File: config.mk
export PLATFORM = sky130hd
export DESIGN_NAME = dsfb_bank
export DESIGN_NICKNAME = d
export VERILOG_FILES = /design/src/hdl/dsfb_bank.v /design/src/hdl/dsfb_limit_cmp.v
export VERILOG_INCLUDE_DIRS = /design/src /design/src/hdl
export SDC_FILE = /design/constraint.sdc
export NUM_CORES = 1
export LEC_CHECK = 0
export BUFFER_PORTS_ARGS = -buffer_cell sky130_fd_sc_hd__buf_2
export CORE_MARGIN = 2
export CORE_UTILIZATION = 51
export DETAILED_ROUTE_END_ITERATION = 10
export MAX_ROUTING_LAYER = met4
export PLACE_DENSITY = 0.83
export SYNTH_ARGS = -nofsm -noshare
export SYNTH_HDL_FRONTEND = slang
export SYNTH_SLANG_ARGS = --single-unit
File: constraint.sdc
create_clock -name mclk_i -period 1.5 [get_ports mclk_i]
set_input_delay 0.3 -clock mclk_i [delete_from_list [all_inputs] [get_ports mclk_i]]
set_output_delay 0.3 -clock mclk_i [all_outputs]
set_load 0.005 [all_outputs]
File: src/hdl/dsfb_regs.vh
/*
  Register offsets, field positions, reset values and preset threshold
  codes of the diagnostic status and flag bank.
  Assumes byte addressing of the diagnostic page, offsets in hexadecimal bytes.
*/
`ifndef DSFB_REGS_VH
`define DSFB_REGS_VH

// ----------------------------------------------------------------------
// Byte offsets
// ----------------------------------------------------------------------
`define DSFB_THR_FIRST 8'h00
`define DSFB_THR_LAST 8'h27
`define DSFB_MEAS_FIRST 8'h60
`define DSFB_MEAS_LAST 8'h69
`define DSFB_STATUS_CONTROL 8'h6E
`define DSFB_ALARM_FLAGS_A 8'h70
`define DSFB_ALARM_FLAGS_B 8'h71
`define DSFB_WARNING_FLAGS_A 8'h74
`define DSFB_WARNING_FLAGS_B 8'h75

// ----------------------------------------------------------------------
// Status/control bit positions
// ----------------------------------------------------------------------
`define DSFB_SC_TXDIS_STATE 7
`define DSFB_SC_SOFT_TXDIS 6
`define DSFB_SC_RXLOS_STATE 1
`define DSFB_SC_DATA_READY_N 0

// ----------------------------------------------------------------------
// Flag bit positions inside a flag byte pair
// ----------------------------------------------------------------------
`define DSFB_FL_TEMP_HI 7
`define DSFB_FL_TEMP_LO 6
`define DSFB_FL_VCC_HI 5
`define DSFB_FL_VCC_LO 4
`define DSFB_FL_BIAS_HI 3
`define DSFB_FL_BIAS_LO 2
`define DSFB_FL_TXP_HI 1
`define DSFB_FL_TXP_LO 0
`define DSFB_FL_RXP_HI 7
`define DSFB_FL_RXP_LO 6

// ----------------------------------------------------------------------
// Reset values
// ----------------------------------------------------------------------
`define DSFB_RST_SOFT_TXDIS 1'b0
`define DSFB_RST_DATA_READY_N 1'b1
`define DSFB_RST_FLAGS 8'h00
`define DSFB_RST_MEAS 16'h0000

// ----------------------------------------------------------------------
// Preset thresholds, coded as the live measurements
// Temp 1/256 C signed, Vcc 100 uV, bias 2 uA, power 0.1 uW
// ----------------------------------------------------------------------
`define DSFB_TEMP_HA 16'h5500
`define DSFB_TEMP_LA 16'hD800
`define DSFB_TEMP_HW 16'h5000
`define DSFB_TEMP_LW 16'hDD00
`define DSFB_VCC_HA 16'h8CA0
`define DSFB_VCC_LA 16'h7530
`define DSFB_VCC_HW 16'h88B8
`define DSFB_VCC_LW 16'h7918
`define DSFB_BIAS_HA 16'hEA60
`define DSFB_BIAS_LA 16'h1388
`define DSFB_BIAS_HW 16'hD6D8
`define DSFB_BIAS_LW 16'h1D4C
`define DSFB_TXP_HA 16'h031A
`define DSFB_TXP_LA 16'h0032
`define DSFB_TXP_HW 16'h0277
`define DSFB_TXP_LW 16'h003F
`define DSFB_RXP_HA 16'h031A
`define DSFB_RXP_LA 16'h0005
`define DSFB_RXP_HW 16'h0277
`define DSFB_RXP_LW 16'h0006

`endif

File: src/hdl/dsfb_bank.v
/*
  Diagnostic status/control byte and alarm/warning flag bank of a
  pluggable transceiver, with the live measurement bytes and the preset
  threshold bytes that the flags are judged against.
  Assumes the serial management front end turns bus cycles into one-cycle
  byte read and write strobes on this clock, and that the measurement
  engine presents all five values with a one-cycle update strobe.
*/
// Summary of operation
// - Bit 7 reports transmit-disable state
// - Bit 6 read/write soft transmit disable
// - Bit 1 mirrors receive loss pin
// - Bit 0 low when data ready
// - Byte 112 bits 7,6: temperature alarms
// - Byte 112 bits 5,4: supply alarms
// - Byte 112 bits 3,2: bias alarms
// - Byte 112 bits 1,0: transmit power alarms
// - Byte 113 bits 7,6: receive power alarms
// - Byte 116 bits 7,6: temperature warnings
// - Byte 116 bits 5,4: supply warnings
// - Byte 116 bits 3,2: bias warnings
// - Byte 116 bits 1,0: transmit power warnings
// - Byte 117 bits 7,6: receive power warnings
// - Fixed preset alarm and warning thresholds
// - Temperature signed, 1/256 degree steps
// - Measurements at bytes 96-105, MSB first
`timescale 1ns/100ps
`default_nettype none
`include "dsfb_regs.vh"

module dsfb_bank (
  input wire mclk_i,
  input wire arst_n_i,
  input wire [7:0] reg_addr_i,
  input wire reg_wr_i,
  input wire [7:0] reg_wdata_i,
  input wire reg_rd_i,
  output reg [7:0] reg_rdata_o,
  output reg reg_rvalid_o,
  input wire tx_disable_pin_i,
  input wire receive_signal_lost_i,
  input wire powered_i,
  input wire meas_update_i,
  input wire [15:0] meas_temp_i,
  input wire [15:0] meas_vcc_i,
  input wire [15:0] meas_bias_i,
  input wire [15:0] meas_txp_i,
  input wire [15:0] meas_rxp_i,
  output reg tx_disable_o,
  output reg data_ready_n_o
);

  // ----------------------------------------------------------------------
  // Byte picking helpers
  // ----------------------------------------------------------------------
  // Even address gives the most significant byte
  function [7:0] word_byte;
    input [15:0] w;
    input odd;
    begin
      word_byte = odd ? w[7:0] : w[15:8];
    end
  endfunction

  // Preset threshold word by word index of bytes 0..39
  function [15:0] thr_word;
    input [4:0] idx;
    begin
      case (idx)
        5'd0: thr_word = `DSFB_TEMP_HA;
        5'd1: thr_word = `DSFB_TEMP_LA;
        5'd2: thr_word = `DSFB_TEMP_HW;
        5'd3: thr_word = `DSFB_TEMP_LW;
        5'd4: thr_word = `DSFB_VCC_HA;
        5'd5: thr_word = `DSFB_VCC_LA;
        5'd6: thr_word = `DSFB_VCC_HW;
        5'd7: thr_word = `DSFB_VCC_LW;
        5'd8: thr_word = `DSFB_BIAS_HA;
        5'd9: thr_word = `DSFB_BIAS_LA;
        5'd10: thr_word = `DSFB_BIAS_HW;
        5'd11: thr_word = `DSFB_BIAS_LW;
        5'd12: thr_word = `DSFB_TXP_HA;
        5'd13: thr_word = `DSFB_TXP_LA;
        5'd14: thr_word = `DSFB_TXP_HW;
        5'd15: thr_word = `DSFB_TXP_LW;
        5'd16: thr_word = `DSFB_RXP_HA;
        5'd17: thr_word = `DSFB_RXP_LA;
        5'd18: thr_word = `DSFB_RXP_HW;
        5'd19: thr_word = `DSFB_RXP_LW;
        default: thr_word = 16'h0000;
      endcase
    end
  endfunction

  // ----------------------------------------------------------------------
  // State
  // ----------------------------------------------------------------------
  reg soft_txdis_q;
  reg txdis_state_q;
  reg receive_signal_lost_state_q;
  reg [7:0] alarm_flags_a_q;
  reg [7:0] alarm_flags_b_q;
  reg [7:0] warning_flags_a_q;
  reg [7:0] warning_flags_b_q;
  reg [15:0] temp_q;
  reg [15:0] vcc_q;
  reg [15:0] bias_q;
  reg [15:0] txp_q;
  reg [15:0] rxp_q;
  reg [7:0] rdata_d;
  reg [7:0] meas_byte;
  reg [7:0] alarm_a_d;
  reg [7:0] alarm_b_d;
  reg [7:0] warn_a_d;
  reg [7:0] warn_b_d;
  wire [7:0] status_control;
  wire [3:0] temp_cmp;
  wire [3:0] vcc_cmp;
  wire [3:0] bias_cmp;
  wire [3:0] txp_cmp;
  wire [3:0] rxp_cmp;

  // ----------------------------------------------------------------------
  // Limit comparators, judged on the incoming measurement
  // ----------------------------------------------------------------------
  // Temperature compares signed
  dsfb_limit_cmp #(
    .SIGNED_CMP(1),
    .HI_ALARM(`DSFB_TEMP_HA),
    .LO_ALARM(`DSFB_TEMP_LA),
    .HI_WARN(`DSFB_TEMP_HW),
    .LO_WARN(`DSFB_TEMP_LW)
  ) u_cmp_temp (
    .value_i(meas_temp_i),
    .hi_alarm_o(temp_cmp[3]),
    .lo_alarm_o(temp_cmp[2]),
    .hi_warn_o(temp_cmp[1]),
    .lo_warn_o(temp_cmp[0])
  );

  // Supply voltage
  dsfb_limit_cmp #(
    .SIGNED_CMP(0),
    .HI_ALARM(`DSFB_VCC_HA),
    .LO_ALARM(`DSFB_VCC_LA),
    .HI_WARN(`DSFB_VCC_HW),
    .LO_WARN(`DSFB_VCC_LW)
  ) u_cmp_vcc (
    .value_i(meas_vcc_i),
    .hi_alarm_o(vcc_cmp[3]),
    .lo_alarm_o(vcc_cmp[2]),
    .hi_warn_o(vcc_cmp[1]),
    .lo_warn_o(vcc_cmp[0])
  );

  // LED bias current
  dsfb_limit_cmp #(
    .SIGNED_CMP(0),
    .HI_ALARM(`DSFB_BIAS_HA),
    .LO_ALARM(`DSFB_BIAS_LA),
    .HI_WARN(`DSFB_BIAS_HW),
    .LO_WARN(`DSFB_BIAS_LW)
  ) u_cmp_bias (
    .value_i(meas_bias_i),
    .hi_alarm_o(bias_cmp[3]),
    .lo_alarm_o(bias_cmp[2]),
    .hi_warn_o(bias_cmp[1]),
    .lo_warn_o(bias_cmp[0])
  );

  // Transmit average power
  dsfb_limit_cmp #(
    .SIGNED_CMP(0),
    .HI_ALARM(`DSFB_TXP_HA),
    .LO_ALARM(`DSFB_TXP_LA),
    .HI_WARN(`DSFB_TXP_HW),
    .LO_WARN(`DSFB_TXP_LW)
  ) u_cmp_txp (
    .value_i(meas_txp_i),
    .hi_alarm_o(txp_cmp[3]),
    .lo_alarm_o(txp_cmp[2]),
    .hi_warn_o(txp_cmp[1]),
    .lo_warn_o(txp_cmp[0])
  );

  // Receive average power
  dsfb_limit_cmp #(
    .SIGNED_CMP(0),
    .HI_ALARM(`DSFB_RXP_HA),
    .LO_ALARM(`DSFB_RXP_LA),
    .HI_WARN(`DSFB_RXP_HW),
    .LO_WARN(`DSFB_RXP_LW)
  ) u_cmp_rxp (
    .value_i(meas_rxp_i),
    .hi_alarm_o(rxp_cmp[3]),
    .lo_alarm_o(rxp_cmp[2]),
    .hi_warn_o(rxp_cmp[1]),
    .lo_warn_o(rxp_cmp[0])
  );

  // ----------------------------------------------------------------------
  // Next flag bytes, reserved bits forced low
  // ----------------------------------------------------------------------
  always @* begin
    alarm_a_d = `DSFB_RST_FLAGS;
    alarm_b_d = `DSFB_RST_FLAGS;
    warn_a_d = `DSFB_RST_FLAGS;
    warn_b_d = `DSFB_RST_FLAGS;
    alarm_a_d[`DSFB_FL_TEMP_HI] = temp_cmp[3];
    alarm_a_d[`DSFB_FL_TEMP_LO] = temp_cmp[2];
    alarm_a_d[`DSFB_FL_VCC_HI] = vcc_cmp[3];
    alarm_a_d[`DSFB_FL_VCC_LO] = vcc_cmp[2];
    alarm_a_d[`DSFB_FL_BIAS_HI] = bias_cmp[3];
    alarm_a_d[`DSFB_FL_BIAS_LO] = bias_cmp[2];
    alarm_a_d[`DSFB_FL_TXP_HI] = txp_cmp[3];
    alarm_a_d[`DSFB_FL_TXP_LO] = txp_cmp[2];
    alarm_b_d[`DSFB_FL_RXP_HI] = rxp_cmp[3];
    alarm_b_d[`DSFB_FL_RXP_LO] = rxp_cmp[2];
    warn_a_d[`DSFB_FL_TEMP_HI] = temp_cmp[1];
    warn_a_d[`DSFB_FL_TEMP_LO] = temp_cmp[0];
    warn_a_d[`DSFB_FL_VCC_HI] = vcc_cmp[1];
    warn_a_d[`DSFB_FL_VCC_LO] = vcc_cmp[0];
    warn_a_d[`DSFB_FL_BIAS_HI] = bias_cmp[1];
    warn_a_d[`DSFB_FL_BIAS_LO] = bias_cmp[0];
    warn_a_d[`DSFB_FL_TXP_HI] = txp_cmp[1];
    warn_a_d[`DSFB_FL_TXP_LO] = txp_cmp[0];
    warn_b_d[`DSFB_FL_RXP_HI] = rxp_cmp[1];
    warn_b_d[`DSFB_FL_RXP_LO] = rxp_cmp[0];
  end

  // ----------------------------------------------------------------------
  // Measurement and flag capture
  // ----------------------------------------------------------------------
  // Whole set replaced per update so flags also clear; host writes never reach here
  always @(posedge mclk_i or negedge arst_n_i) begin
    if (!arst_n_i) begin
      temp_q <= `DSFB_RST_MEAS;
      vcc_q <= `DSFB_RST_MEAS;
      bias_q <= `DSFB_RST_MEAS;
      txp_q <= `DSFB_RST_MEAS;
      rxp_q <= `DSFB_RST_MEAS;
      alarm_flags_a_q <= `DSFB_RST_FLAGS;
      alarm_flags_b_q <= `DSFB_RST_FLAGS;
      warning_flags_a_q <= `DSFB_RST_FLAGS;
      warning_flags_b_q <= `DSFB_RST_FLAGS;
    end else if (meas_update_i) begin
      temp_q <= meas_temp_i;
      vcc_q <= meas_vcc_i;
      bias_q <= meas_bias_i;
      txp_q <= meas_txp_i;
      rxp_q <= meas_rxp_i;
      alarm_flags_a_q <= alarm_a_d;
      alarm_flags_b_q <= alarm_b_d;
      warning_flags_a_q <= warn_a_d;
      warning_flags_b_q <= warn_b_d;
    end
  end

  // ----------------------------------------------------------------------
  // Status/control byte
  // ----------------------------------------------------------------------
  // Soft disable bit is the only host-writable bit
  always @(posedge mclk_i or negedge arst_n_i) begin
    if (!arst_n_i) begin
      soft_txdis_q <= `DSFB_RST_SOFT_TXDIS;
    end else if (reg_wr_i && reg_addr_i == `DSFB_STATUS_CONTROL) begin
      soft_txdis_q <= reg_wdata_i[`DSFB_SC_SOFT_TXDIS];
    end
  end

  // Pin states and ready flag
  always @(posedge mclk_i or negedge arst_n_i) begin
    if (!arst_n_i) begin
      txdis_state_q <= 1'b0;
      tx_disable_o <= 1'b0;
      receive_signal_lost_state_q <= 1'b0;
      data_ready_n_o <= `DSFB_RST_DATA_READY_N;
    end else begin
      txdis_state_q <= soft_txdis_q | tx_disable_pin_i;
      tx_disable_o <= soft_txdis_q | tx_disable_pin_i;
      receive_signal_lost_state_q <= receive_signal_lost_i;
      if (!powered_i) begin
        data_ready_n_o <= 1'b1;
      end else if (meas_update_i) begin
        data_ready_n_o <= 1'b0;
      end
    end
  end

  // Assembled byte, reserved bits 5..2 zero
  assign status_control = {txdis_state_q, soft_txdis_q, 4'h0,
                           receive_signal_lost_state_q, data_ready_n_o};

  // ----------------------------------------------------------------------
  // Read decode
  // ----------------------------------------------------------------------
  // Live measurement bytes 96..105
  always @* begin
    case (reg_addr_i[3:1])
      3'd0: meas_byte = word_byte(temp_q, reg_addr_i[0]);
      3'd1: meas_byte = word_byte(vcc_q, reg_addr_i[0]);
      3'd2: meas_byte = word_byte(bias_q, reg_addr_i[0]);
      3'd3: meas_byte = word_byte(txp_q, reg_addr_i[0]);
      3'd4: meas_byte = word_byte(rxp_q, reg_addr_i[0]);
      default: meas_byte = 8'h00;
    endcase
  end

  // Whole page, unmapped bytes read zero
  always @* begin
    if (reg_addr_i <= `DSFB_THR_LAST) begin
      rdata_d = word_byte(thr_word(reg_addr_i[5:1]), reg_addr_i[0]);
    end else if (reg_addr_i >= `DSFB_MEAS_FIRST && reg_addr_i <= `DSFB_MEAS_LAST) begin
      rdata_d = meas_byte;
    end else begin
      case (reg_addr_i)
        `DSFB_STATUS_CONTROL: rdata_d = status_control;
        `DSFB_ALARM_FLAGS_A: rdata_d = alarm_flags_a_q;
        `DSFB_ALARM_FLAGS_B: rdata_d = alarm_flags_b_q;
        `DSFB_WARNING_FLAGS_A: rdata_d = warning_flags_a_q;
        `DSFB_WARNING_FLAGS_B: rdata_d = warning_flags_b_q;
        default: rdata_d = 8'h00;
      endcase
    end
  end

  // Read data registered one cycle after the strobe
  always @(posedge mclk_i or negedge arst_n_i) begin
    if (!arst_n_i) begin
      reg_rdata_o <= 8'h00;
      reg_rvalid_o <= 1'b0;
    end else begin
      reg_rvalid_o <= reg_rd_i;
      if (reg_rd_i) begin
        reg_rdata_o <= rdata_d;
      end
    end
  end

endmodule // dsfb_bank

`default_nettype wire

File: src/hdl/dsfb_limit_cmp.v
/*
  Four-way limit comparator: one live measurement against its high and
  low alarm and warning thresholds.
  Assumes thresholds are constants and the value is stable when sampled.
*/
`timescale 1ns/100ps
`default_nettype none

module dsfb_limit_cmp #(
  parameter SIGNED_CMP = 0,
  parameter [15:0] HI_ALARM = 16'h0000,
  parameter [15:0] LO_ALARM = 16'h0000,
  parameter [15:0] HI_WARN = 16'h0000,
  parameter [15:0] LO_WARN = 16'h0000
) (
  input wire [15:0] value_i,
  output wire hi_alarm_o,
  output wire lo_alarm_o,
  output wire hi_warn_o,
  output wire lo_warn_o
);

  // ----------------------------------------------------------------------
  // Order-preserving key: flipping the sign bit makes signed compare unsigned
  // ----------------------------------------------------------------------
  function [15:0] key;
    input [15:0] v;
    begin
      key = (SIGNED_CMP != 0) ? {~v[15], v[14:0]} : v;
    end
  endfunction

  // High flags above the high limit, low flags below the low limit
  assign hi_alarm_o = key(value_i) > key(HI_ALARM);
  assign lo_alarm_o = key(value_i) < key(LO_ALARM);
  assign hi_warn_o = key(value_i) > key(HI_WARN);
  assign lo_warn_o = key(value_i) < key(LO_WARN);

endmodule // dsfb_limit_cmp

`default_nettype wire

==> metrics.md, run 1 <==
| Metric | Value |
|---|---|
| Status | finished, violations left |
| Failing checks | negative setup slack |
| Diode count | 0 |
| CP Launch Type | flop |
| RSZ-0062 raised after global routing | yes |
| Layout Cells excl Fill | 934 |
| Synth Register Bits | 113 |
| Sequential share of the synthesized area | 0.457 |
| Required @ worst endpoint | 1780 ps |
| Die Ht | 114 um |
| Worst-skew pair later-pin latency | 410 ps |
| Slew Limit Headroom | 0.689 |
| Delay-heaviest family, CP | multiplexers |
| Rows | 40 |
| Synth Area in Compound Gates | 0.175 |
| Crit path time final | 1570 ps |
| Design Power | 8.59 mW |
| XOR/XNOR share of the synthesized area | 0 |
| Synth top area share | 0.453 |
| CTS max path bufs | 2 |
| CTS Buf Count | 17 |
| Ys async rst share | 1.00 |
| Hold WS | 41.1 ps |
| Post-route clock period utilization | 1.05 |
| Via count | 5,892 |
| Die area | 13,000 um2 |
| Ys flop type | dfrtp_1 |
| PortBufs | 107 |
| GPL Wtd Cong | 0.991 |
| Cell variety after synth | 61 |
| Most common cell in the netlist | dfrtp_1 |
| DP HPWL | 14,800 um |
| Synth Area per Inst | 10.7 um2 |
| Crit path cell chain | mux4_2 -> nand4_1 -> nand3_1 -> o32a_1 |
| Max-cap viol count | 0 |
| Pwr/cell area | 1030 nW/um2 |
| WL/cell | 21.6 um |
| Slew Viols, Final | 0 |
| GRT overflow | 0 |
| Crit path DAT | 1860 ps |
| CP max FO | 2 |
| Post-Synth Adder-Cell Area | 0.0142 |
| Largest net degree at the start of global routing | 71 |
| Largest family of logic cells by synthesized area | multiplexers |
| EDFF count, synth | 0 |
| Setup WS post-layout | -73.1 ps |
| Final Hold Fails | 0 |
| Final nets | 887 |
| Sink Count | 113 |
| Core area | 11,900 um2 |
| Slowest cell delay on critical path | 540 ps |
| Cells after Synth | 578 |
| Worst Tran Pin Value | 455 ps |
| First-pass GRT wire length | 31,700 um |
| Worst-path clk slew | 50 ps |
| Worst setup EP type | flop |
| Commonest cells in the netlist | 112 x dfrtp_1, 83 x mux2_2, 35 x nand2_1 |
| Worst VDD drop | 0.000940 V |
| Vias in the first global route | 5,965 |
| Starting Density | 0.519 |
| Area delta synth->final | 34.5% |
| H-tree depth | 4 |
| Initial antenna violation count | 0 |
| Clock skew | 9.24 ps |
| DRT Pass-1 Iters | 7 |
| Synth Cell Area | 6190 um2 |
| Post-Synth Simple-Gate Area | 0.124 |
| HP Class | in2reg |
| Tot GR Track Use | 0.330 |
| TritonCTS clock tree | done |
| Post-Route WL | 20,100 um |
| Mapped Nets | 689 |
| Critical path buffers and inverters | 0 |
| Setup CP Type | reg2reg |
| Crit-path slowest cell | mux4_2 |
| Leakage | 3.66 nW |
| Area leader, netlist | dfrtp_1 |
| DRT antenna net count | 0 |
| CTS root buf | clkbuf_16 |
| Boundary pin count | 115 |
| Starting DRT DRC Count | 632 |
| YS warnings | 0 |
| Synth top area cells | dfrtp_1 45%, mux2_2 15%, mux2i_1 3.2% |
| Die width | 114 um |
| Post-Place Cells | 895 |
| DR DRC count | 0 |
| Mux cell area share after synthesis | 0.194 |
| FMAX | 0.636 GHz |
| Share of layout cells above drive strength 1 | 0.454 |
| Vias/cell | 6.31 |
| Final setup fails | 1 |
==> registers in the layout, indices dropped and copies added, names as in the netlist, 2 cells and up <==
register,cells
txp_q,16
vcc_q,16
alarm_flags_a_q,8
bias_q,16
alarm_flags_b_q,2
warning_flags_a_q,8
rxp_q,16
temp_q,16
warning_flags_b_q,2
reg_rdata_o,8
==> stage by stage <==
| stage | instance area, um2 | util | setup slack (ps) | setup TNS [ps] |
|---|---|---|---|---|
| global placement | 7630 | 0.641 | -492 | -4390 |
| detailed placement | 7630 | 0.641 | -511 | -5010 |
| floorplan | 6310 | - | -186 | -617 |
| global route | 8320 | 0.699 | -95.9 | -151 |
| CTS | 8230 | 0.691 | -57.5 | -57.5 |
| finish | 8320 | 0.699 | -73.1 | -73.1 |
==> layer usage <==
metal	GRT usage	share of wire	up-vias
li1	-	-	2618
met1	0.398	0.40	2931
met2	0.537	0.50	283
met3	0.0831	0.069	60
met4	0.125	0.030	0
met5	-	0	-
==> cell usage in the layout (no fill, tap or decap), types with 4 or more instances in the layout <==
cell type   count
a211oi_1        8
a211oi_2        4
a21o_1          4
a21oi_1        20
a221oi_1        4
a222oi_1        6
a22oi_1         8
a31oi_1        10
buf_12          6
buf_2         103
buf_4         100
clkbuf_16      17
clkinvlp_4      4
dfrtp_1       112
inv_1          11
mux2_2         83
mux2i_1        20
nand2_1        35
nand2b_1       11
nand3_1        14
nand4_1         5
nor2_1         29
nor2b_1         7
nor3_1          9
nor4_1          9
o211ai_1        7
o21a_1          6
o21ai_0        24
o21ai_1         7
o22ai_1         8
o2bb2ai_1       7
or3_1           4
==> repair_timing <==
| action | in CTS | in global routing |
|---|---|---|
| resized for setup | 5 | 26 |
| setup buffers | 5 | 1 |
| endpoints found under the hold margin | 11 | 0 |
| hold buffers | 2 | 0 |
| pin swaps | 5 | 11 |
| gates cloned | 0 | 1 |
| setup endpoints to repair | 7 | 8 |
==> worst paths after layout <==
| kind | depth (start not counted) | endpoint | slack [ps] | start |
|---|---|---|---|---|
| max in group asynchronous | 3 | data_ready_n_o$_DFFE_PN1P_ | 670 | arst_n_i |
| worst min-delay path | 2 | data_ready_n_o$_DFFE_PN1P_ | 40 | powered_i |
| worst max-delay path | 4 | reg_rdata_o[7]$_DFFE_PN0P_ | -70 | warning_flags_a_q[7]$_DFFE_PN0P_ |
| min in group asynchronous | 2 | vcc_q[12]$_DFFE_PN0P_ | 290 | arst_n_i |
| worst min register to register | 1 | alarm_flags_b_q[6]$_DFFE_PN0P_ | 490 | alarm_flags_b_q[6]$_DFFE_PN0P_ |
| worst max register to register | 4 | reg_rdata_o[7]$_DFFE_PN0P_ | -70 | warning_flags_a_q[7]$_DFFE_PN0P_ |
==> cell type report <==
class	instances	area (um2)
well taps	147	184
multi-input cells	417	3290
repair buffers	214	1440
inverters	13	58.8
clock inverters	9	62.6
fillers	852	3590
flip-flops and latches	113	2830
clock buffers	21	460
==> cells by family after synthesis <==
group	count (synthesis)
fa+ha+maj	7
buf+inv	48
flops	113
simple gates	148
mux	106
compound gates	156
==> report_power, final <==
part	switching (mW)	internal [mW]	total [mW]
clock	1.39	2.17	3.55
combinational	0.758	0.748	1.51
sequential	0.206	3.33	3.54
Note: power is estimated with default switching activity, not from simulation.
==> inputs of run 2 (changes only) <==
- RECOVER_POWER: unset -> 50
- SKIP_CTS_REPAIR_TIMING: unset -> 1
==> run 2 against run 1 <==
  * The run still ends with negative setup slack left
  * Worst setup slack better by 0.82 ps
  * Cell area down 0.29%
  * Clock skew about the same
  * Critical path type is now in2reg
  * Critical endpoint unchanged
  * Largest cell class unchanged
  * Largest power group unchanged
==> metrics.md, run 2 (synthesized netlist as in run 1, its figures left out) <==
| Metric | Value |
|---|---|
| Status | finished, violations left (unchanged) |
| Failing checks | negative setup slack (unchanged) |
| DR DRC count | 0 (unchanged) |
| CTS Buf Count | 17 (unchanged) |
| Post-Route WL | 20,300 um (was 20,100 um) |
| Share of layout cells above drive strength 1 | 0.450 (was 0.454) |
| Setup CP Type | in2reg (was reg2reg) |
| Die area | 13,000 um2 (unchanged) |
| Vias in the first global route | 5,889 (was 5,965) |
| FMAX | 0.636 GHz (about the same) |
| Reg2reg end | reg_rdata_o[7]$_DFFE_PN0P_ (unchanged) |
| Slowest cell delay on critical path | 330 ps (was 540 ps) |
| Starting Density | 0.519 (unchanged) |
| Commonest non-fill, non-tap cells in the layout | 112 x dfrtp_1, 103 x buf_2, 100 x buf_4 (unchanged) |
| First-pass GRT wire length | 31,600 um (was 31,700 um) |
| Final setup fails | 1 (unchanged) |
| CTS max path bufs | 2 (unchanged) |
| PortBufs | 107 (unchanged) |
| Flop2flop setup slack | -70 ps (about the same) |
| Met1 usage | 0.401 (was 0.398) |
| Vias/cell | 6.28 (was 6.31) |
| Met3 Use GR | 0.0762 (was 0.0831) |
| DP HPWL | 14,800 um (unchanged) |
| H-tree depth | 4 (unchanged) |
| Worst reg2reg path startpoint | alarm_flags_a_q[7]$_DFFE_PN0P_ (was warning_flags_a_q[7]$_DFFE_PN0P_) |
| Worst VDD drop | 0.000934 V (was 0.000940 V) |
| Most common cell after layout, fill and taps aside | dfrtp_1 (unchanged) |
| Diode count | 0 (unchanged) |
| DRT Pass-1 Iters | 5 (was 7) |
| Area delta synth->final | 34.1% (was 34.5%) |
| CP Launch Type | input port (was flop) |
| Post-route setup TNS | -72.3 ps (was -73.1 ps) |
| Tot GR Track Use | 0.327 (was 0.330) |
| Setup WS post-layout | -72.3 ps (was -73.1 ps) |
| TritonCTS clock tree | done (unchanged) |
| Boundary pin count | 115 (unchanged) |
| Final nets | 886 (was 887) |
| Slew Limit Headroom | 0.657 (was 0.689) |
| Die Ht | 114 um (unchanged) |
| Crit-path slowest cell | o32a_1 (was mux4_2) |
| Busiest grt layer | met2 (unchanged) |
| DRT antenna net count | 0 (unchanged) |
| Final Hold Fails | 0 (unchanged) |
| Reg2Reg Depth | 4 (unchanged) |
| Crit path DAT | 1860 ps (about the same) |
| CP max FO | 10 (was 2) |
| Required @ worst endpoint | 1780 ps (about the same) |
| Die width | 114 um (unchanged) |
| Largest net degree at the start of global routing | 71 (unchanged) |
| Crit. Startpoint | reg_addr_i[1] (was warning_flags_a_q[7]$_DFFE_PN0P_) |
| Max-cap viol count | 0 (unchanged) |
| Rows | 40 (unchanged) |
| Leakage | 3.65 nW (was 3.66 nW) |
| CTS root buf | clkbuf_16 (unchanged) |
| Slew Viols, Final | 0 (unchanged) |
| Sink Count | 113 (unchanged) |
| Hold WS | 41.3 ps (was 41.1 ps) |
| Worst setup EP type | flop (unchanged) |
| Pwr/cell area | 1040 nW/um2 (was 1030 nW/um2) |
| Starting DRT DRC Count | 653 (was 632) |
| Post-route clock period utilization | 1.05 (about the same) |
| Crit path cell chain | buf_4 -> inv_2 -> ha_4 -> buf_6 -> buf_12 -> a22oi_1 -> o211ai_1 -> a21oi_2 -> nor2b_1 -> o32a_1 (was mux4_2 -> nand4_1 -> nand3_1 -> o32a_1) |
| GPL Wtd Cong | 0.991 (unchanged) |
| HP Class | in2reg (unchanged) |
| Worst-skew pair later-pin latency | 410 ps (about the same) |
| Core area | 11,900 um2 (unchanged) |
| Clock skew | 8.80 ps (was 9.24 ps) |
| Worst-path clk slew | 50 ps (about the same) |
| Met2 Use GR | 0.531 (was 0.537) |
| Worst Tran Pin Value | 513 ps (was 455 ps) |
| WL/cell | 21.7 um (was 21.6 um) |
| Initial antenna violation count | 0 (unchanged) |
| GRT overflow | 0 (unchanged) |
| RSZ-0062 raised after global routing | yes (unchanged) |
| Via count | 5,855 (was 5,892) |
| Crit path to | reg_rdata_o[7]$_DFFE_PN0P_ (unchanged) |
| Fillers | 865 (was 852) |
| Crit path time final | 1570 ps (about the same) |
-- run 2: cell type report --
class                           count  area (um2)  area share
Clock buffer                       21         460      0.0555
Multi-Input combinational cell    417        3280       0.395
Timing Repair Buffer              213        1430       0.172
Sequential cell                   113        2830       0.341
Tap cell                          147         184      0.0222
Clock inverter                      9        62.6     0.00754
Inverter                           13        56.3     0.00679
-- run 2: worst min-delay path by stage --
stage | start | end | slack, ps | cells past startpoint
finish | powered_i | data_ready_n_o$_DFFE_PN1P_ | 40 | 2
floorplan | arst_n_i | alarm_flags_a_q[0]$_DFFE_PN0P_ | 4 | 0
CTS | arst_n_i | vcc_q[12]$_DFFE_PN0P_ | -260 | 1
detailed placement | arst_n_i | vcc_q[6]$_DFFE_PN0P_ | 170 | 1
global route | powered_i | data_ready_n_o$_DFFE_PN1P_ | 70 | 2
global placement | arst_n_i | vcc_q[6]$_DFFE_PN0P_ | 170 | 1
-- run 2: layer usage --
metal / wire length (um) / share of wire / up-vias
li1: - / - / 2607
met1: 8080 / 0.40 / 2872
met2: 10000 / 0.50 / 318
met3: 1430 / 0.071 / 58
met4: 720 / 0.036 / 0
met5: 0 / 0 / -
-- run 2: stage by stage --
stage,cell area [um2],power (mW),utilization,worst slack (ps),std cells
after floorplan,6310,4.22,-,-186,578
after global placement,7630,4.93,0.641,-492,895
after detailed placement,7630,4.98,0.641,-511,895
after CTS,8160,8.54,0.685,-99.0,925
after global routing,8300,8.90,0.697,-88.8,933
final,8300,8.59,0.697,-72.3,933
-- run 2: critical path, delay by kind of cell --
kind | cells | cell delay (ps)
adders and majority gates | 1 | 190
buffers and inverters | 4 | 470
AOI/OAI and AO/OA | 4 | 790
and+or+nand+nor | 1 | 100
-- run 2: where the power goes --
part / switching (mW) / internal, mW
clock: 1.39 / 2.17
sequential: 0.204 / 3.33
combinational: 0.760 / 0.743
total: 2.36 / 6.24
